**src/verilog/sync_restart_pkg.sv**
```systemverilog
// Purpose: constants and types for the video sync restart control block
// Assumes: one clock; host loads timing registers through a load strobe
// Notes:   timing defaults are the mask values that a clear pulse restores; clock enable returns to CLK_EN_RESET

package sync_restart_pkg;

    localparam int CNT_W = 12;

    // ---------------------------------------------------------------
    // register indices on the load port
    // ---------------------------------------------------------------
    localparam logic [2:0] IDX_STATUS      = 3'h0;
    localparam logic [2:0] IDX_H_END       = 3'h1;
    localparam logic [2:0] IDX_H_DRV_START = 3'h2;
    localparam logic [2:0] IDX_H_DRV_END   = 3'h3;
    localparam logic [2:0] IDX_V_END       = 3'h4;
    localparam logic [2:0] IDX_V_DRV_START = 3'h5;
    localparam logic [2:0] IDX_V_DRV_END   = 3'h6;

    // ---------------------------------------------------------------
    // field positions and defaults
    // ---------------------------------------------------------------
    localparam int         CLK_EN_BIT      = 10;
    localparam logic       CLK_EN_DEF      = 1'b0;
    localparam logic [11:0] H_END_DEF      = 12'h38D;
    localparam logic [11:0] H_DRV_START_DEF = 12'h000;
    localparam logic [11:0] H_DRV_END_DEF  = 12'h05B;
    localparam logic [11:0] V_END_DEF      = 12'h20C;
    localparam logic [11:0] V_DRV_START_DEF = 12'h000;
    localparam logic [11:0] V_DRV_END_DEF  = 12'h00B;

    typedef struct packed {
        logic        valid;
        logic [2:0]  index;
        logic [11:0] data;
    } load_req_t;

    typedef struct packed {
        logic [11:0] hEnd;
        logic [11:0] hDrvStart;
        logic [11:0] hDrvEnd;
        logic [11:0] vEnd;
        logic [11:0] vDrvStart;
        logic [11:0] vDrvEnd;
    } timing_regs_t;

    localparam timing_regs_t TIMING_DEF = '{
        hEnd:      H_END_DEF,
        hDrvStart: H_DRV_START_DEF,
        hDrvEnd:   H_DRV_END_DEF,
        vEnd:      V_END_DEF,
        vDrvStart: V_DRV_START_DEF,
        vDrvEnd:   V_DRV_END_DEF
    };

endpackage : sync_restart_pkg

```
**src/verilog/video_sync_restart_control.sv**
```systemverilog
// Purpose: clear, clock enable, vectored restart and counters of a sync generator
// Assumes: all inputs synchronous to clock; clear and restart are one-cycle pulses
// Notes:   end matches are equality compares, so a lowered end value overruns
`timescale 1ns/100ps
`default_nettype none

module video_sync_restart_control
    import sync_restart_pkg::*;
#(
    parameter logic CLK_EN_RESET = CLK_EN_DEF
) (
    // clock and reset
    input  wire logic         clock,
    input  wire logic         rst_n,
    // host control
    input  wire logic         clearPulse,
    input  wire logic         restartPulse,
    input  wire load_req_t    loadReq,
    // timing outputs
    output logic              hDrive,
    output logic              vDrive,
    output logic [CNT_W-1:0]  hCount,
    output logic [CNT_W-1:0]  vCount,
    output logic              clockEnabled
);

    // ---------------------------------------------------------------
    // registers
    // ---------------------------------------------------------------
    timing_regs_t      regs_q, regs_d;
    logic              clkEn_q;
    logic              firstFrame_q;
    logic              hDrive_q, vDrive_q;
    logic [CNT_W-1:0]  hCnt_q, vCnt_q;

    wire logic             running  = clkEn_q;
    wire logic [CNT_W-1:0] cntMax   = {CNT_W{1'b1}};
    wire logic             hWrap    = (hCnt_q == regs_q.hEnd) || (hCnt_q == cntMax);
    wire logic             vWrap    = (vCnt_q == regs_q.vEnd) || (vCnt_q == cntMax);
    wire logic [CNT_W-1:0] hNext    = hWrap ? '0 : hCnt_q + 12'h001;
    wire logic [CNT_W-1:0] vNext    = vWrap ? '0 : vCnt_q + 12'h001;
    wire logic             frameEnd = hWrap && vWrap;
    wire logic             hEndHit  = (hCnt_q == regs_q.hDrvEnd);
    wire logic             hStartHit = (hCnt_q == regs_q.hDrvStart) && !firstFrame_q;
    wire logic             vEndHit  = (vNext == regs_q.vDrvEnd);
    wire logic             vStartHit = (vNext == regs_q.vDrvStart) && !firstFrame_q;
    wire logic             loadHit  = loadReq.valid;

    // ---------------------------------------------------------------
    // register load path
    // ---------------------------------------------------------------
    always_comb begin
        regs_d = regs_q;
        if (loadHit) begin
            unique case (loadReq.index)
                IDX_H_END:       regs_d.hEnd      = loadReq.data;
                IDX_H_DRV_START: regs_d.hDrvStart = loadReq.data;
                IDX_H_DRV_END:   regs_d.hDrvEnd   = loadReq.data;
                IDX_V_END:       regs_d.vEnd      = loadReq.data;
                IDX_V_DRV_START: regs_d.vDrvStart = loadReq.data;
                IDX_V_DRV_END:   regs_d.vDrvEnd   = loadReq.data;
                default:         regs_d = regs_q;
            endcase
        end
    end

    always_ff @(posedge clock or negedge rst_n) begin
        if (!rst_n) begin
            regs_q <= TIMING_DEF;
        end else if (clearPulse) begin
            regs_q <= TIMING_DEF;
        end else begin
            regs_q <= regs_d;
        end
    end

    always_ff @(posedge clock or negedge rst_n) begin
        if (!rst_n) begin
            clkEn_q <= CLK_EN_RESET;
        end else if (clearPulse) begin
            clkEn_q <= CLK_EN_RESET;
        end else if (loadHit && loadReq.index == IDX_STATUS) begin
            clkEn_q <= loadReq.data[CLK_EN_BIT];
        end
    end

    // ---------------------------------------------------------------
    // counters and drives
    // ---------------------------------------------------------------
    // restart zeroes counters
    always_ff @(posedge clock or negedge rst_n) begin
        if (!rst_n) begin
            hCnt_q <= '0;
            vCnt_q <= '0;
        end else if (clearPulse || restartPulse) begin
            hCnt_q <= '0;
            vCnt_q <= '0;
        end else if (running) begin
            hCnt_q <= hNext;
            vCnt_q <= hWrap ? vNext : vCnt_q;
        end
    end

    always_ff @(posedge clock or negedge rst_n) begin
        if (!rst_n) begin
            hDrive_q     <= 1'b0;
            vDrive_q     <= 1'b0;
            firstFrame_q <= 1'b0;
        end else if (clearPulse) begin
            hDrive_q     <= 1'b0;
            vDrive_q     <= 1'b0;
            firstFrame_q <= 1'b0;
        end else if (restartPulse) begin
            hDrive_q     <= 1'b1;
            vDrive_q     <= 1'b1;
            firstFrame_q <= 1'b1;
        end else if (running) begin
            // end wins over start when both hit on the same count
            if (hEndHit) begin
                hDrive_q <= 1'b0;
            end else if (hStartHit) begin
                hDrive_q <= 1'b1;
            end
            if (hWrap && vEndHit) begin
                vDrive_q <= 1'b0;
            end else if (hWrap && vStartHit) begin
                vDrive_q <= 1'b1;
            end
            if (frameEnd) begin
                firstFrame_q <= 1'b0;
            end
        end
    end

    assign hDrive       = hDrive_q;
    assign vDrive       = vDrive_q;
    assign hCount       = hCnt_q;
    assign vCount       = vCnt_q;
    assign clockEnabled = clkEn_q;

    // ---------------------------------------------------------------
    // assertions
    // ---------------------------------------------------------------
    property p_clear_defaults;
        @(posedge clock) disable iff (!rst_n)
        clearPulse |=> (regs_q == TIMING_DEF) && !hDrive_q && (hCnt_q == 12'h000);
    endproperty
    a_clear_defaults: assert property (p_clear_defaults)
        else $error("clear did not restore defaults");

    property p_clear_enable;
        @(posedge clock) disable iff (!rst_n)
        clearPulse |=> (clkEn_q == CLK_EN_RESET);
    endproperty
    a_clear_enable: assert property (p_clear_enable)
        else $error("enable flag wrong after clear");

    property p_halted;
        @(posedge clock) disable iff (!rst_n)
        (!clkEn_q && !clearPulse && !restartPulse)[*2] |=> $stable(hCnt_q) && $stable(vCnt_q);
    endproperty
    a_halted: assert property (p_halted)
        else $error("counters moved while clock disabled");

    property p_restart_keeps;
        @(posedge clock) disable iff (!rst_n)
        restartPulse && !clearPulse && !loadHit |=> (regs_q == $past(regs_q)) && $stable(clkEn_q);
    endproperty
    a_restart_keeps: assert property (p_restart_keeps)
        else $error("restart altered a register");

    property p_restart_drive;
        @(posedge clock) disable iff (!rst_n)
        restartPulse && !clearPulse |=> hDrive_q && vDrive_q && (hCnt_q == 12'h000)
            && (vCnt_q == 12'h000) && firstFrame_q;
    endproperty
    a_restart_drive: assert property (p_restart_drive)
        else $error("drives or counters wrong after restart");

    property p_first_end;
        @(posedge clock) disable iff (!rst_n)
        running && hEndHit && !clearPulse && !restartPulse |=> !hDrive_q;
    endproperty
    a_first_end: assert property (p_first_end)
        else $error("horizontal drive missed its end");

    property p_start_gate;
        @(posedge clock) disable iff (!rst_n)
        running && (hCnt_q == regs_q.hDrvStart) && !hEndHit && !clearPulse && !restartPulse
            |=> hDrive_q == !$past(firstFrame_q) || $past(hDrive_q);
    endproperty
    a_start_gate: assert property (p_start_gate)
        else $error("horizontal drive start not gated by first frame");

    property p_overrun;
        @(posedge clock) disable iff (!rst_n)
        running && (hCnt_q > regs_q.hEnd) && (hCnt_q != cntMax) && !clearPulse && !restartPulse
            |=> hCnt_q == $past(hCnt_q) + 12'h001;
    endproperty
    a_overrun: assert property (p_overrun)
        else $error("overrun counter did not keep counting");

    property p_wrap;
        @(posedge clock) disable iff (!rst_n)
        running && hWrap && !clearPulse && !restartPulse |=> (hCnt_q == 12'h000);
    endproperty
    a_wrap: assert property (p_wrap)
        else $error("horizontal counter did not wrap to zero");

    property p_restart_zero;
        @(posedge clock) disable iff (!rst_n)
        restartPulse && clkEn_q && !clearPulse ##1 running && !restartPulse && !clearPulse
            |=> (hCnt_q == 12'h001);
    endproperty
    a_restart_zero: assert property (p_restart_zero)
        else $error("counting did not resume from zero after restart");

endmodule : video_sync_restart_control

`default_nettype wire
```
**config.mk**
```make
export PLATFORM = sky130hd
export DESIGN_NAME = video_sync_restart_control
export DESIGN_NICKNAME = d
export VERILOG_FILES = /design/src/verilog/sync_restart_pkg.sv /design/src/verilog/video_sync_restart_control.sv
export SDC_FILE = /design/constraint.sdc
export NUM_CORES = 1
export LEC_CHECK = 0
export BUFFER_PORTS_ARGS = -buffer_cell sky130_fd_sc_hd__buf_2
export CORE_ASPECT_RATIO = 0.9
export CORE_MARGIN = 5
export CORE_UTILIZATION = 40
export CTS_BUF_LIST = sky130_fd_sc_hd__clkbuf_8
export DETAILED_ROUTE_END_ITERATION = 8
export GPL_TIMING_DRIVEN = 0
export PLACE_DENSITY = 0.67
export SLEW_MARGIN = 20
export SYNTH_ARGS = -nofsm -noshare
export SYNTH_HDL_FRONTEND = slang
export SYNTH_SLANG_ARGS = --single-unit
```
**constraint.sdc**
```tcl
create_clock -name clock -period 2.3 [get_ports clock]
set_input_delay 0.23 -clock clock [delete_from_list [all_inputs] [get_ports clock]]
set_output_delay 0.23 -clock clock [all_outputs]
set_load 0.01 [all_outputs]
```
# Word level (Yosys, flattened, before mapping)
# Index checks and enable logic that the tools add are counted.
# word_totals
register_bits,100
latch_bits,0
mem_bits_rw,0
romBits,0
wordCells,94
memories,0
# op_classes
add_sub_neg,2
multipliers,0
div,0
magnitude_cmp,0
eq_ne,14
shift,0
mux,31
bitwise,0
reduce_logical,35
# ops
op,count
12-bit 2-to-1 mux,13
72-bit 2-to-1 mux,2
12-bit == test,6
12-bit by 1-bit adder with 12-bit output (second input constant),2
12-bit == test (second input constant),2
2-bit AND reduction,10
2-bit nonzero test,10
1-bit 2-to-1 mux,16
3-bit == test (second input constant),3
4-bit nonzero test,2
3-bit by 2-bit == test with 1-bit output (second input constant),2
1-bit logical AND,6
3-bit nonzero test,2
3-bit by 1-bit == test with 1-bit output (second input constant),1
3-bit logical NOT,1
1-bit logical OR,3
1-bit logical NOT,1

# Depth between registers and ports, before layout
# Gate-level depths: netlist of the first run.
# logic_depth
word_depth,11
depth_mapped,9
depth_no_buf,8

# Worst setup path before layout of the first run
# OpenSTA, ideal clock, no wires.
# synth_timing
kind,flip-flop to flip-flop
from,"register vCnt_q[1], in the netlist vCount[1]"
to,"register vDrive_q, in the netlist vDrive"
setup_time_ns,0.133
arrival_ns,2.214
t_required_ns,2.167
slack_ns,-0.047
stages_incl_launch_ff,9
n_path_buf,0
path_cell_list,dfrtp_1 -> ha_1 -> and3_2 -> xnor2_1 -> or3b_1 -> mux2_4 -> o32a_1 -> nor4_1 -> a31oi_1
# synth_between
elab_chain_cells,9
word_cells_on_any_way,16
# synth_rtl
element,line_no,source
"start, declared",video_sync_restart_control.sv:34,"logic [CNT_W-1:0] hCnt_q, vCnt_q;"
"start signal, assigned",video_sync_restart_control.sv:100,vCnt_q <= hWrap ? vNext : vCnt_q;
branches (longest 2 deep; another with 12-bit by 1-bit adder with 12-bit output),n/a,
12-bit 2-to-1 mux (*),video_sync_restart_control.sv:41,wire logic [CNT_W-1:0] vNext = vWrap ? '0 : vCnt_q + 12'h001;
12-bit == test,video_sync_restart_control.sv:45,wire logic vEndHit = (vNext == regs_q.vDrvEnd);
1-bit logical AND,video_sync_restart_control.sv:124,if (hWrap && vEndHit) begin
1-bit 2-to-1 mux,video_sync_restart_control.sv:124,
1-bit 2-to-1 mux,video_sync_restart_control.sv:117,end else if (running) begin
1-bit 2-to-1 mux,video_sync_restart_control.sv:113,end else if (restartPulse) begin
1-bit 2-to-1 mux,video_sync_restart_control.sv:109,end else if (clearPulse) begin
"end signal, assigned",video_sync_restart_control.sv:111,vDrive_q <= 1'b0;
"end signal, assigned",video_sync_restart_control.sv:115,vDrive_q <= 1'b1;
"end signal, assigned",video_sync_restart_control.sv:125,vDrive_q <= 1'b0;
"end, declared",video_sync_restart_control.sv:33,"logic hDrive_q, vDrive_q;"
# Mark *: on every way between the ends. The select of a mux whose other input is x is not followed.
# A chain may end at the register's enable or synchronous reset.

# Worst setup path after layout of the first run
# layout_timing
from,"register vCnt_q[0], in the netlist vCount[0]"
to,"register vDrive_q, in the netlist vDrive"
# The elaborated chain is that of the path after synthesis.

==> results of run 1 <==
-- cells in the mapped netlist, types with 5 or more instances --
cell / count / area (sq um)
dfrtp_1: 83 / 2080
xnor2_1: 30 / 263
and3_1: 5 / 31.3
buf_6: 5 / 56.3
nor2b_1: 8 / 50.1
o21ai_0: 18 / 90.1
xor2_1: 39 / 342
nor3_1: 12 / 60.1
inv_1: 7 / 26.3
clkbuf_1: 30 / 113
nor4_1: 8 / 50.1
nand4_1: 11 / 68.8
nand3_1: 12 / 60.1
dfstp_2: 17 / 447
nand2_1: 166 / 623
a21oi_1: 61 / 305
buf_2: 8 / 40.0
a22o_1: 6 / 52.6
nand2b_1: 6 / 37.5
nand3b_1: 21 / 158
nor2_1: 30 / 113
-- registers in the layout, indices dropped and copies added (netlist names) --
signal,count
firstFrame_q,1
regs_q,72
clockEnabled,1
hDrive,1
vDrive,1
hCount,12
vCount,12
-- routing by layer --
layer	wire length [microns]	global-route usage, %	vias to the layer above	share of wire [%]
met4	396	7.57	0	2.3
met1	7890	30.4	2531	45
met2	7950	31.0	208	46
li1	-	-	2408	-
met3	1130	3.03	37	6.5
met5	0	0	-	0
-- critical path, stage by stage, from the launching register on --
cell	delay, ns
dfrtp_1	0.42
buf_6	0.17
and3_4	0.25
nand3_2	0.14
xnor2_4	0.19
a2111o_1	0.44
a2111oi_4	0.39
a31oi_1	0.15
a31oi_1	0.18
-- per-stage QoR --
stage / setup WS, ns / hold WS, ns
6_report: -0.115 / 0.154
5_1_grt: -0.245 / 0.140
4_1_cts: -0.0840 / 0.132
3_5_place_dp: -0.523 / 0.208
3_3_place_gp: -0.497 / 0.485
2_1_floorplan: 0.0153 / -0.0656
-- power groups by stage --
stage | Sequential, uW | Clock (uW) | Combinational, uW
floorplan | 1850 | 0 | 143
global placement | 1860 | 0 | 270
detailed placement | 1860 | 0 | 285
CTS | 1830 | 1200 | 295
global route | 1840 | 1300 | 333
finish | 1830 | 1180 | 302
-- cell families (layout without fill, tap and decap cells) --
family | after synthesis | after routing | share of synthesized area (%)
XOR/XNOR | 71 | 71 | 11.1
buffers and inverters | 55 | 131 | 4.61
adder cells (fa/ha/maj) | 2 | 2 | 0.431
AO/OA/AOI/OAI | 121 | 121 | 13.5
multiplexers | 6 | 6 | 1.14
flip-flops | 100 | 100 | 43.4
AND/OR/NAND/NOR | 306 | 306 | 25.9
-- worst min-delay path by stage --
stage          slack [ns]       start           end
2_1_floorplan       -0.07       rst_n  clockEnabled
3_3_place_gp         0.48  regs_q[68]    regs_q[68]
3_5_place_dp         0.21       rst_n    regs_q[53]
4_1_cts              0.13  loadReq[0]    regs_q[60]
5_1_grt              0.14  loadReq[8]    regs_q[68]
6_report             0.15  loadReq[1]    regs_q[37]
-- layout make-up --
type | instances | share of cell area (%)
clock buffers | 10 | 1.99
clock inverters | 6 | 0.905
well taps | 193 | 3.50
plain buffers | 40 | 3.46
flip-flops and latches | 100 | 36.6
inverters | 7 | 0.380
multi-input cells | 506 | 46.8
repair buffers | 68 | 6.36
-- cell usage in the layout, fill, tap and decap left out, drive strengths merged, types with 3 or more instances in the layout --
master,netlist,layout
nand3,13,13
a31oi,3,3
o31ai,4,4
a22o,6,6
mux2i,4,4
buf,16,84
xnor2,31,31
inv,7,9
nor4,12,12
and3,7,7
nor2b,8,8
nand3b,21,21
clkbuf,32,33
dfrtp,83,83
o211ai,5,5
o21ai,18,18
nor3,14,14
nor2,30,30
nand2b,6,6
nand2,166,166
and4,4,4
o2111ai,3,3
xor2,39,39
or3,4,4
a2111oi,3,3
dfstp,17,17
nand4,12,12
a21oi,61,61
-- timing repair --
action                                  CTS  global route
endpoints found under the setup margin   24            13
hold buffers                              1             0
gates resized for setup                  34            19
pin swaps                                13             8
setup buffers                            14             7
hold endpoints to repair                 39             0
==> run metrics, run 1 <==
outcome finished with violations; violated checks negative setup slack; Port-buffer cells 45; Syn Inst Count 661; multi-input combinational cell area ~3200 sq um; first-pass GRT wire length roughly 28000 microns; GPL Wtd Cong 0.907; global route total overflow 0; RSZ-0062 raised after global routing true; Worst VDD drop 0.261 mV; flops & latches, synth 100; DIE HEIGHT between 100 and 150 microns; post-synth net total 683; Global Route Usage Sum about a fifth; Post-Syn Area approximately 5800 sq um; # H-tree levels 3; R2R Setup Slk -0.12 ns; Num CTS Buffers 9; clock-pin slew of the registers on the worst-case setup and hold paths ~0.10 ns; drt wl/cell 18.7 microns; Starting Density between 40% and 50%; Reg area approximately 2500 sq um; reg-to-reg startpoint vCount[0]; post-layout util about 50%; Post-Layout Cell Count 930; startpoint types register; Ys Warns 0; Routed WL 17400 microns; Comb pwr share 9.1%; max-slew violation count 0; Final Hold Vio Count 0; clk_lat worst skew between 0.3 and 0.4 ns; fin crit share 105%; die width ~140 microns; total power 3320 uW; clock share of power around 36%; design area 6910 sq um; vias between 5000 and 6000; Finish-stage setup viols 1; LEAKAGE around 0.003 uW; largest net degree at the start of global routing 52; sequential cell fraction of total power ~55%; r2r worst-path depth 8; clock sinks 100; Iter 0 DRT Violations between 600 and 700; CP Capture Point vDrive; ant diodes 0; core area about 14000 sq um; pwr dens a little under 500 nW/um^2; Max-slew headroom between 50% and 60%; Residual DRC 0; final setup TNS -0.115 ns; Max-Cap Viols 0; # placed instances 900; num ports between 40 and 50; switching pwr 888 uW; Vias/cell between 5 and 6; die footprint between 15000 and 20000 sq um; post-synthesis sequential area ratio 43.4%; initial antenna violation count 0; CP startpoint vCount[0]; Root Driver clkbuf_8; Main synth FF type dfrtp_1; proportion of layout cells with a drive suffix above 1 between 20% and 30%; worst hold-check path type input port to register; Synth cell types between 60 and 70; CP required around 2.6 ns; Period minus WS final ~2.4 ns; worst setup margin -0.115 ns; DP HPWL roughly 13000 microns; crit path DAT roughly 2.7 ns; layout overhead on the synthesized area 18.9%; Final nets between 700 and 800; FF-to-FF End vDrive; Filler cells roughly 1400; Max Fclk slightly above 0.4 GHz; number of synthesized flops with an enable pin 0; Syn Area/Cell about 8.8 sq um; Max Fanout on Critical Path 9; DRT antenna net count 0; Worst Tran Pin Value between 0.6 and 0.7 ns; Pint 2430 uW; Crit. End Element register; clock skew 0.0122 ns; Pre-Repair DR Iteration Count 5; Longest Clk Path Bufs 2; vias in the first global route 5037; clock tree from TritonCTS done; critical path class register to register; ys async rst share between 90% and 100%; hold path depth 3; Switching Fraction 26.8%; Cell Area, Placed 6320 sq um; row count 41
Note: power is estimated with default switching activity, not from simulation.
==> run 2, diff against run 1 <==
Settings changed: CELL_PAD_IN_SITES_DETAIL_PLACEMENT set to 0, CELL_PAD_IN_SITES_GLOBAL_PLACEMENT set to 2, CORE_UTILIZATION 40 to 35, PLACE_DENSITY 0.67 to 0.87, SKIP_LAST_GASP set to 1.
==> run 2 against run 1 <==
The flow still finishes with violations (negative setup slack). Total power rose by 1.9%. Maximum frequency grew 1.6%. Sequential power is essentially flat. Die area rose by 13%. Critical endpoint unchanged. Largest cell class unchanged. Highest routed layer unchanged.
==> run metrics, run 2 (same netlist as run 1, synthesis figures left out) <==
outcome finished with violations; violated checks negative setup slack; worst setup margin -0.0770 ns; Finish-stage setup viols 1; DRT antenna net count 0; ant diodes 0; Final Hold Vio Count 0; initial antenna violation count 0; RSZ-0062 raised after global routing true; LEAKAGE roughly 0.0030 uW; Worst VDD drop between 0.2 and 0.3 mV; vias 5103; Period minus WS final about 2.4 ns; Final nets 758; max-slew violation count 0; largest net degree at the start of global routing 52; Num CTS Buffers 9; die footprint a little under 20000 sq um; die width about 150 microns; post-layout util between 40% and 50%; Global Route Usage Sum between 10% and 20%; Root Driver clkbuf_8; row count 44; Worst path slowest cell dfrtp_1; clk_lat worst skew a little under 0.4 ns; crit path DAT 2.63 ns; layout overhead on the synthesized area 21.2%; Port-buffer cells 45; Residual DRC 0; GPL Wtd Cong approximately 0.9; critical path class register to register; Worst Tran Pin Value 0.684 ns; Largest register FFs a little over 70; WP buf/inv 2; startpoint types register; drt wl/cell between 15 and 20 microns; CP top delay family simple AND/OR/NAND/NOR gates; DIE HEIGHT approximately 130 microns; clock skew between 0.01 and 0.015 ns; Max-Cap Viols 0; clock tree from TritonCTS done; proportion of layout cells with a drive suffix above 1 23.2%; Iter 0 DRT Violations around 430; CP required 2.56 ns; Max Fanout on Critical Path 4; design area 7040 sq um; most frequent cells in the layout 165 x nand2_1, 78 x dfrtp_1, 61 x a21oi_1; pwr dens slightly below 500 nW/um^2; worst hold-check path type input port to register; Top reg by flops regs_q; Longest Clk Path Bufs 2; Pre-Repair DR Iteration Count 7; # H-tree levels 3; Max-slew headroom a little over half; final setup TNS -0.0770 ns; Cell Area, Placed around 6300 sq um; global route total overflow 0; Starting Density a little over a third; core area ~16000 sq um; vias in the first global route 5054; num ports 47; CP Cell Sequence buf_6 > xor2_2 > nor4_2 > and3_4 > buf_6 > a211oi_1 > o32a_1 > nor4_2 > a31oi_1; Vias/cell between 5 and 6; DP HPWL 13200 microns; first-pass GRT wire length 28900 microns; total power between 3000 and 4000 uW; clock-pin slew of the registers on the worst-case setup and hold paths 0.10 ns; Crit. End Element register; clock sinks 100; fin crit share 103%; Routed WL around 18000 microns; Max Fclk approximately 0.42 GHz; dpl ws -0.548 ns; slowest stage delay, CP 0.43 ns; most common cell after layout, fill and taps aside nand2_1
==> run 2: repair_timing <==
action / 4_1_cts / 5_1_grt
resized for setup: 44 / 29
pin swaps: 23 / 14
hold buffers: 1 / 0
buffers inserted: 22 / 3
endpoints found under the setup margin: 24 / 13
hold endpoints to repair: 47 / 0
==> run 2: layout make-up <==
type                            instances  area (sq um)
Clock buffer                           11           151
Clock inverter                          5          57.6
Inverter                                7          26.3
Multi-Input combinational cell        506          3290
Timing Repair Buffer                   72           477
Buffer                                 40           253
Tap cell                              207           259
Sequential cell                       100          2530
Fill cell                            1601          9200
==> run 2: routing by layer <==
| layer | global-route usage (%) | part of all wire (%) | routed length, microns | vias up |
|---|---|---|---|---|
| met5 | 0 | 0 | 0 | - |
| met4 | 8.44 | 3.2 | 587 | 0 |
| met3 | 2.85 | 5.3 | 982 | 34 |
| met2 | 28.5 | 44 | 8030 | 148 |
| met1 | 27.8 | 48 | 8760 | 2506 |
| li1 | - | - | - | 2415 |
==> run 2: through the flow <==
| stage | cells | hold WS [ns] |
|---|---|---|
| after CTS | 945 | 0.126 |
| final | 948 | 0.154 |
| after global placement | 913 | 0.485 |
| after floorplan | 661 | -0.0656 |
| after global routing | 948 | 0.140 |
| after detailed placement | 914 | 0.216 |
==> run 2: final timing paths <==
check / from / to / slack [ns] / depth (start not counted)
worst max-delay path: vCount[0] / vDrive / -0.08 / 9
worst min-delay path: loadReq[2] / regs_q[62] / 0.15 / 3
worst max register to register: vCount[0] / vDrive / -0.08 / 9
worst min register to register: regs_q[60] / regs_q[60] / 0.50 / 2
max in group asynchronous: rst_n / regs_q[33] / 1.28 / 3
min in group asynchronous: rst_n / regs_q[58] / 0.33 / 2
==> run 2: where the power goes <==
part | leakage (uW) | total [uW] | switching [uW] | internal [uW]
registers | 0.00132 | 1830 | 33.5 | 1800
clock network | 0.000110 | 1240 | 673 | 568
logic | 0.00161 | 309 | 210 | 99.2
total | 0.00304 | 3380 | 916 | 2470
==> run 2: worst register-to-register path, delay by kind of cell, from the launching register on <==
kind | cells | cell delay [ns]
AO/OA/AOI/OAI | 3 | 0.54
XOR/XNOR | 1 | 0.15
AND/OR/NAND/NOR | 3 | 0.87
flip-flops | 1 | 0.43
buffers and inverters | 2 | 0.26
==> run 3, diff against run 2 <==
--- a/config.mk
+++ b/config.mk
@@ -16,2 +16,3 @@
 export GPL_TIMING_DRIVEN = 0
+export MAX_ROUTING_LAYER = met4
 export PLACE_DENSITY = 0.87
==> constraint.sdc (replaced) <==
create_clock -name clock -period 2.3 [get_ports clock]
set_input_delay 0.69 -clock clock [delete_from_list [all_inputs] [get_ports clock]]
set_output_delay 0.69 -clock clock [all_outputs]
set_load 0.01 [all_outputs]
==> run 3 against run 2 <==
The run still ends with negative setup slack left. Design area grew 0.44%. Hold slack gained 0.078 ns. Sequential power is essentially flat. Via count grew 1.3%. Maximum frequency grew 0.30%. Utilization grew 0.19 points. Global-route usage grew 0.53 points. Clock power is essentially flat. Register-to-register slack is essentially flat. Total power shrank 0.40%. Largest cell class unchanged.
==> run metrics, run 3 (same netlist as run 1, synthesis figures left out) <==
# hold bufs at CTS 0; max-slew violation count 0; outcome finished with violations; clock-pin slew of the registers on the worst-case setup and hold paths 0.10 ns; initial antenna violation count 0; Port-buffer cells 45; first-pass GRT wire length between 20000 and 30000 microns; clock tree from TritonCTS done; DRT antenna net count 0; most common cell after layout, fill and taps aside nand2_1; dpl ws -0.548 ns; core area about 16000 sq um; startpoint types register; violated checks negative setup slack; num ports 47; Final nets between 700 and 800; GPL Wtd Cong about 0.90; critical path class register to register; largest net degree at the start of global routing 52; pwr dens about 480 nW/um^2; Post-Layout Cell Count around 950; Period minus WS final about 2.4 ns; Final Hold Vio Count 0; Crit. End Element register; Vias/cell between 5 and 6; row count 44; Largest register FFs 72; Max Fclk approximately 0.42 GHz; Max Fanout on Critical Path 4; Global Route Usage Sum roughly 20%; Residual DRC 0; Num CTS Buffers 9; RSZ-0062 raised after global routing true; Finish-stage setup viols 1; proportion of layout cells with a drive suffix above 1 a little under a quarter; ant diodes 0; Worst Tran Pin Value 0.685 ns; die footprint between 15000 and 20000 sq um; die width approximately 150 microns; Routed WL about 18000 microns; Iter 0 DRT Violations between 400 and 500; most frequent cells in the layout 165 x nand2_1, 78 x dfrtp_1, 61 x a21oi_1; # H-tree levels 3; final setup TNS -0.0698 ns; Worst VDD drop approximately 0.26 mV; CP required about 2.6 ns; vias in the first global route between 5000 and 6000; Filler cells ~1600; Max-Cap Viols 0; worst setup margin -0.0698 ns; Top reg by flops regs_q; drt wl/cell slightly below 20 microns; Root Driver clkbuf_8; LEAKAGE 0.00306 uW; worst hold-check path type input port to async pin; DIE HEIGHT about 130 microns; # placed instances between 900 and 1000; Starting Density between 30% and 40%; vias 5170; global route total overflow 0; clock skew 0.0117 ns; Longest Clk Path Bufs 2; DP HPWL 13200 microns; crit path DAT around 2.6 ns; layout overhead on the synthesized area 21.7%; fin crit share 103%; clk_lat worst skew about 0.4 ns; Max-slew headroom between 50% and 60%; clock sinks 100; Pre-Repair DR Iteration Count 5
[run 3: changes by cell type in the layout (fill, tap and decap cells not counted)]
cell / previous run / this run
buf_6: 10 / 11
clkbuf_4: 1 / 2
dlygate4sd3_1: 1 / 0
nand2_2: 1 / 0
nand2_4: 0 / 1
nor4_1: 7 / 6
nor4_2: 3 / 4
xor2_2: 4 / 3
xor2_4: 1 / 2
[run 3: metal layers]
metal  vias up  global-route usage, %  share of wire [%]
met4         0                   8.44                3.0
met3        36                   2.61                5.8
met2       173                   28.6                 44
li1       2423                      -                  -
met5         -                      -                  0
met1      2538                   27.8                 47
[run 3: per-stage QoR]
step	hold slack (ns)	total power, uW	utilization [%]	cell area [sq um]
final	0.232	3370	43.6	7080
after global routing	0.258	3500	43.6	7080
after CTS	0.240	3400	42.6	6920
after detailed placement	0.491	2160	39.0	6330
after global placement	0.485	2140	38.8	6300
after floorplan	0.394	2000	-	5820
[run 3: what timing repair did]
action / in CTS / in global routing
resized for setup: 44 / 32
pin swaps: 23 / 14
buffers inserted: 22 / 5
setup endpoints to repair: 24 / 13
[run 3: worst max-delay path: stages (launching register included)]
cell	delay [ns]
dfrtp_1	0.44
buf_6	0.16
xor2_2	0.14
nor4_2	0.33
and3_4	0.27
buf_6	0.10
a211oi_1	0.06
o32a_1	0.36
nor4_2	0.27
a31oi_1	0.11
[run 3: path summary, 6_finish.rpt]
kind,start,to,slack [ns],cells past startpoint
min reg2reg,regs_q[60],regs_q[60],0.50,2
max,vCount[0],vDrive,-0.07,9
min in group clock,regs_q[60],regs_q[60],0.50,2
max in group asynchronous,rst_n,regs_q[36],1.38,2
max reg2reg,vCount[0],vDrive,-0.07,9
min,rst_n,regs_q[58],0.23,1
[run 3: area by class of cell]
| class | count | area [sq um] | share of cell area (%) |
|---|---|---|---|
| clock inverter | 5 | 57.6 | 0.813 |
| tap | 207 | 259 | 3.66 |
| timing repair buffer | 73 | 482 | 6.81 |
| buffer | 40 | 256 | 3.63 |
| sequential | 100 | 2530 | 35.8 |
| multi-input combinational | 506 | 3310 | 46.8 |
| clock buffer | 11 | 151 | 2.14 |
| inverter | 7 | 26.3 | 0.371 |
[run 3: power breakdown]
part | total (uW) | switching [uW] | internal, uW
Sequential | 1830 | 33.3 | 1800
Clock | 1230 | 661 | 568
Combinational | 308 | 210 | 98.2
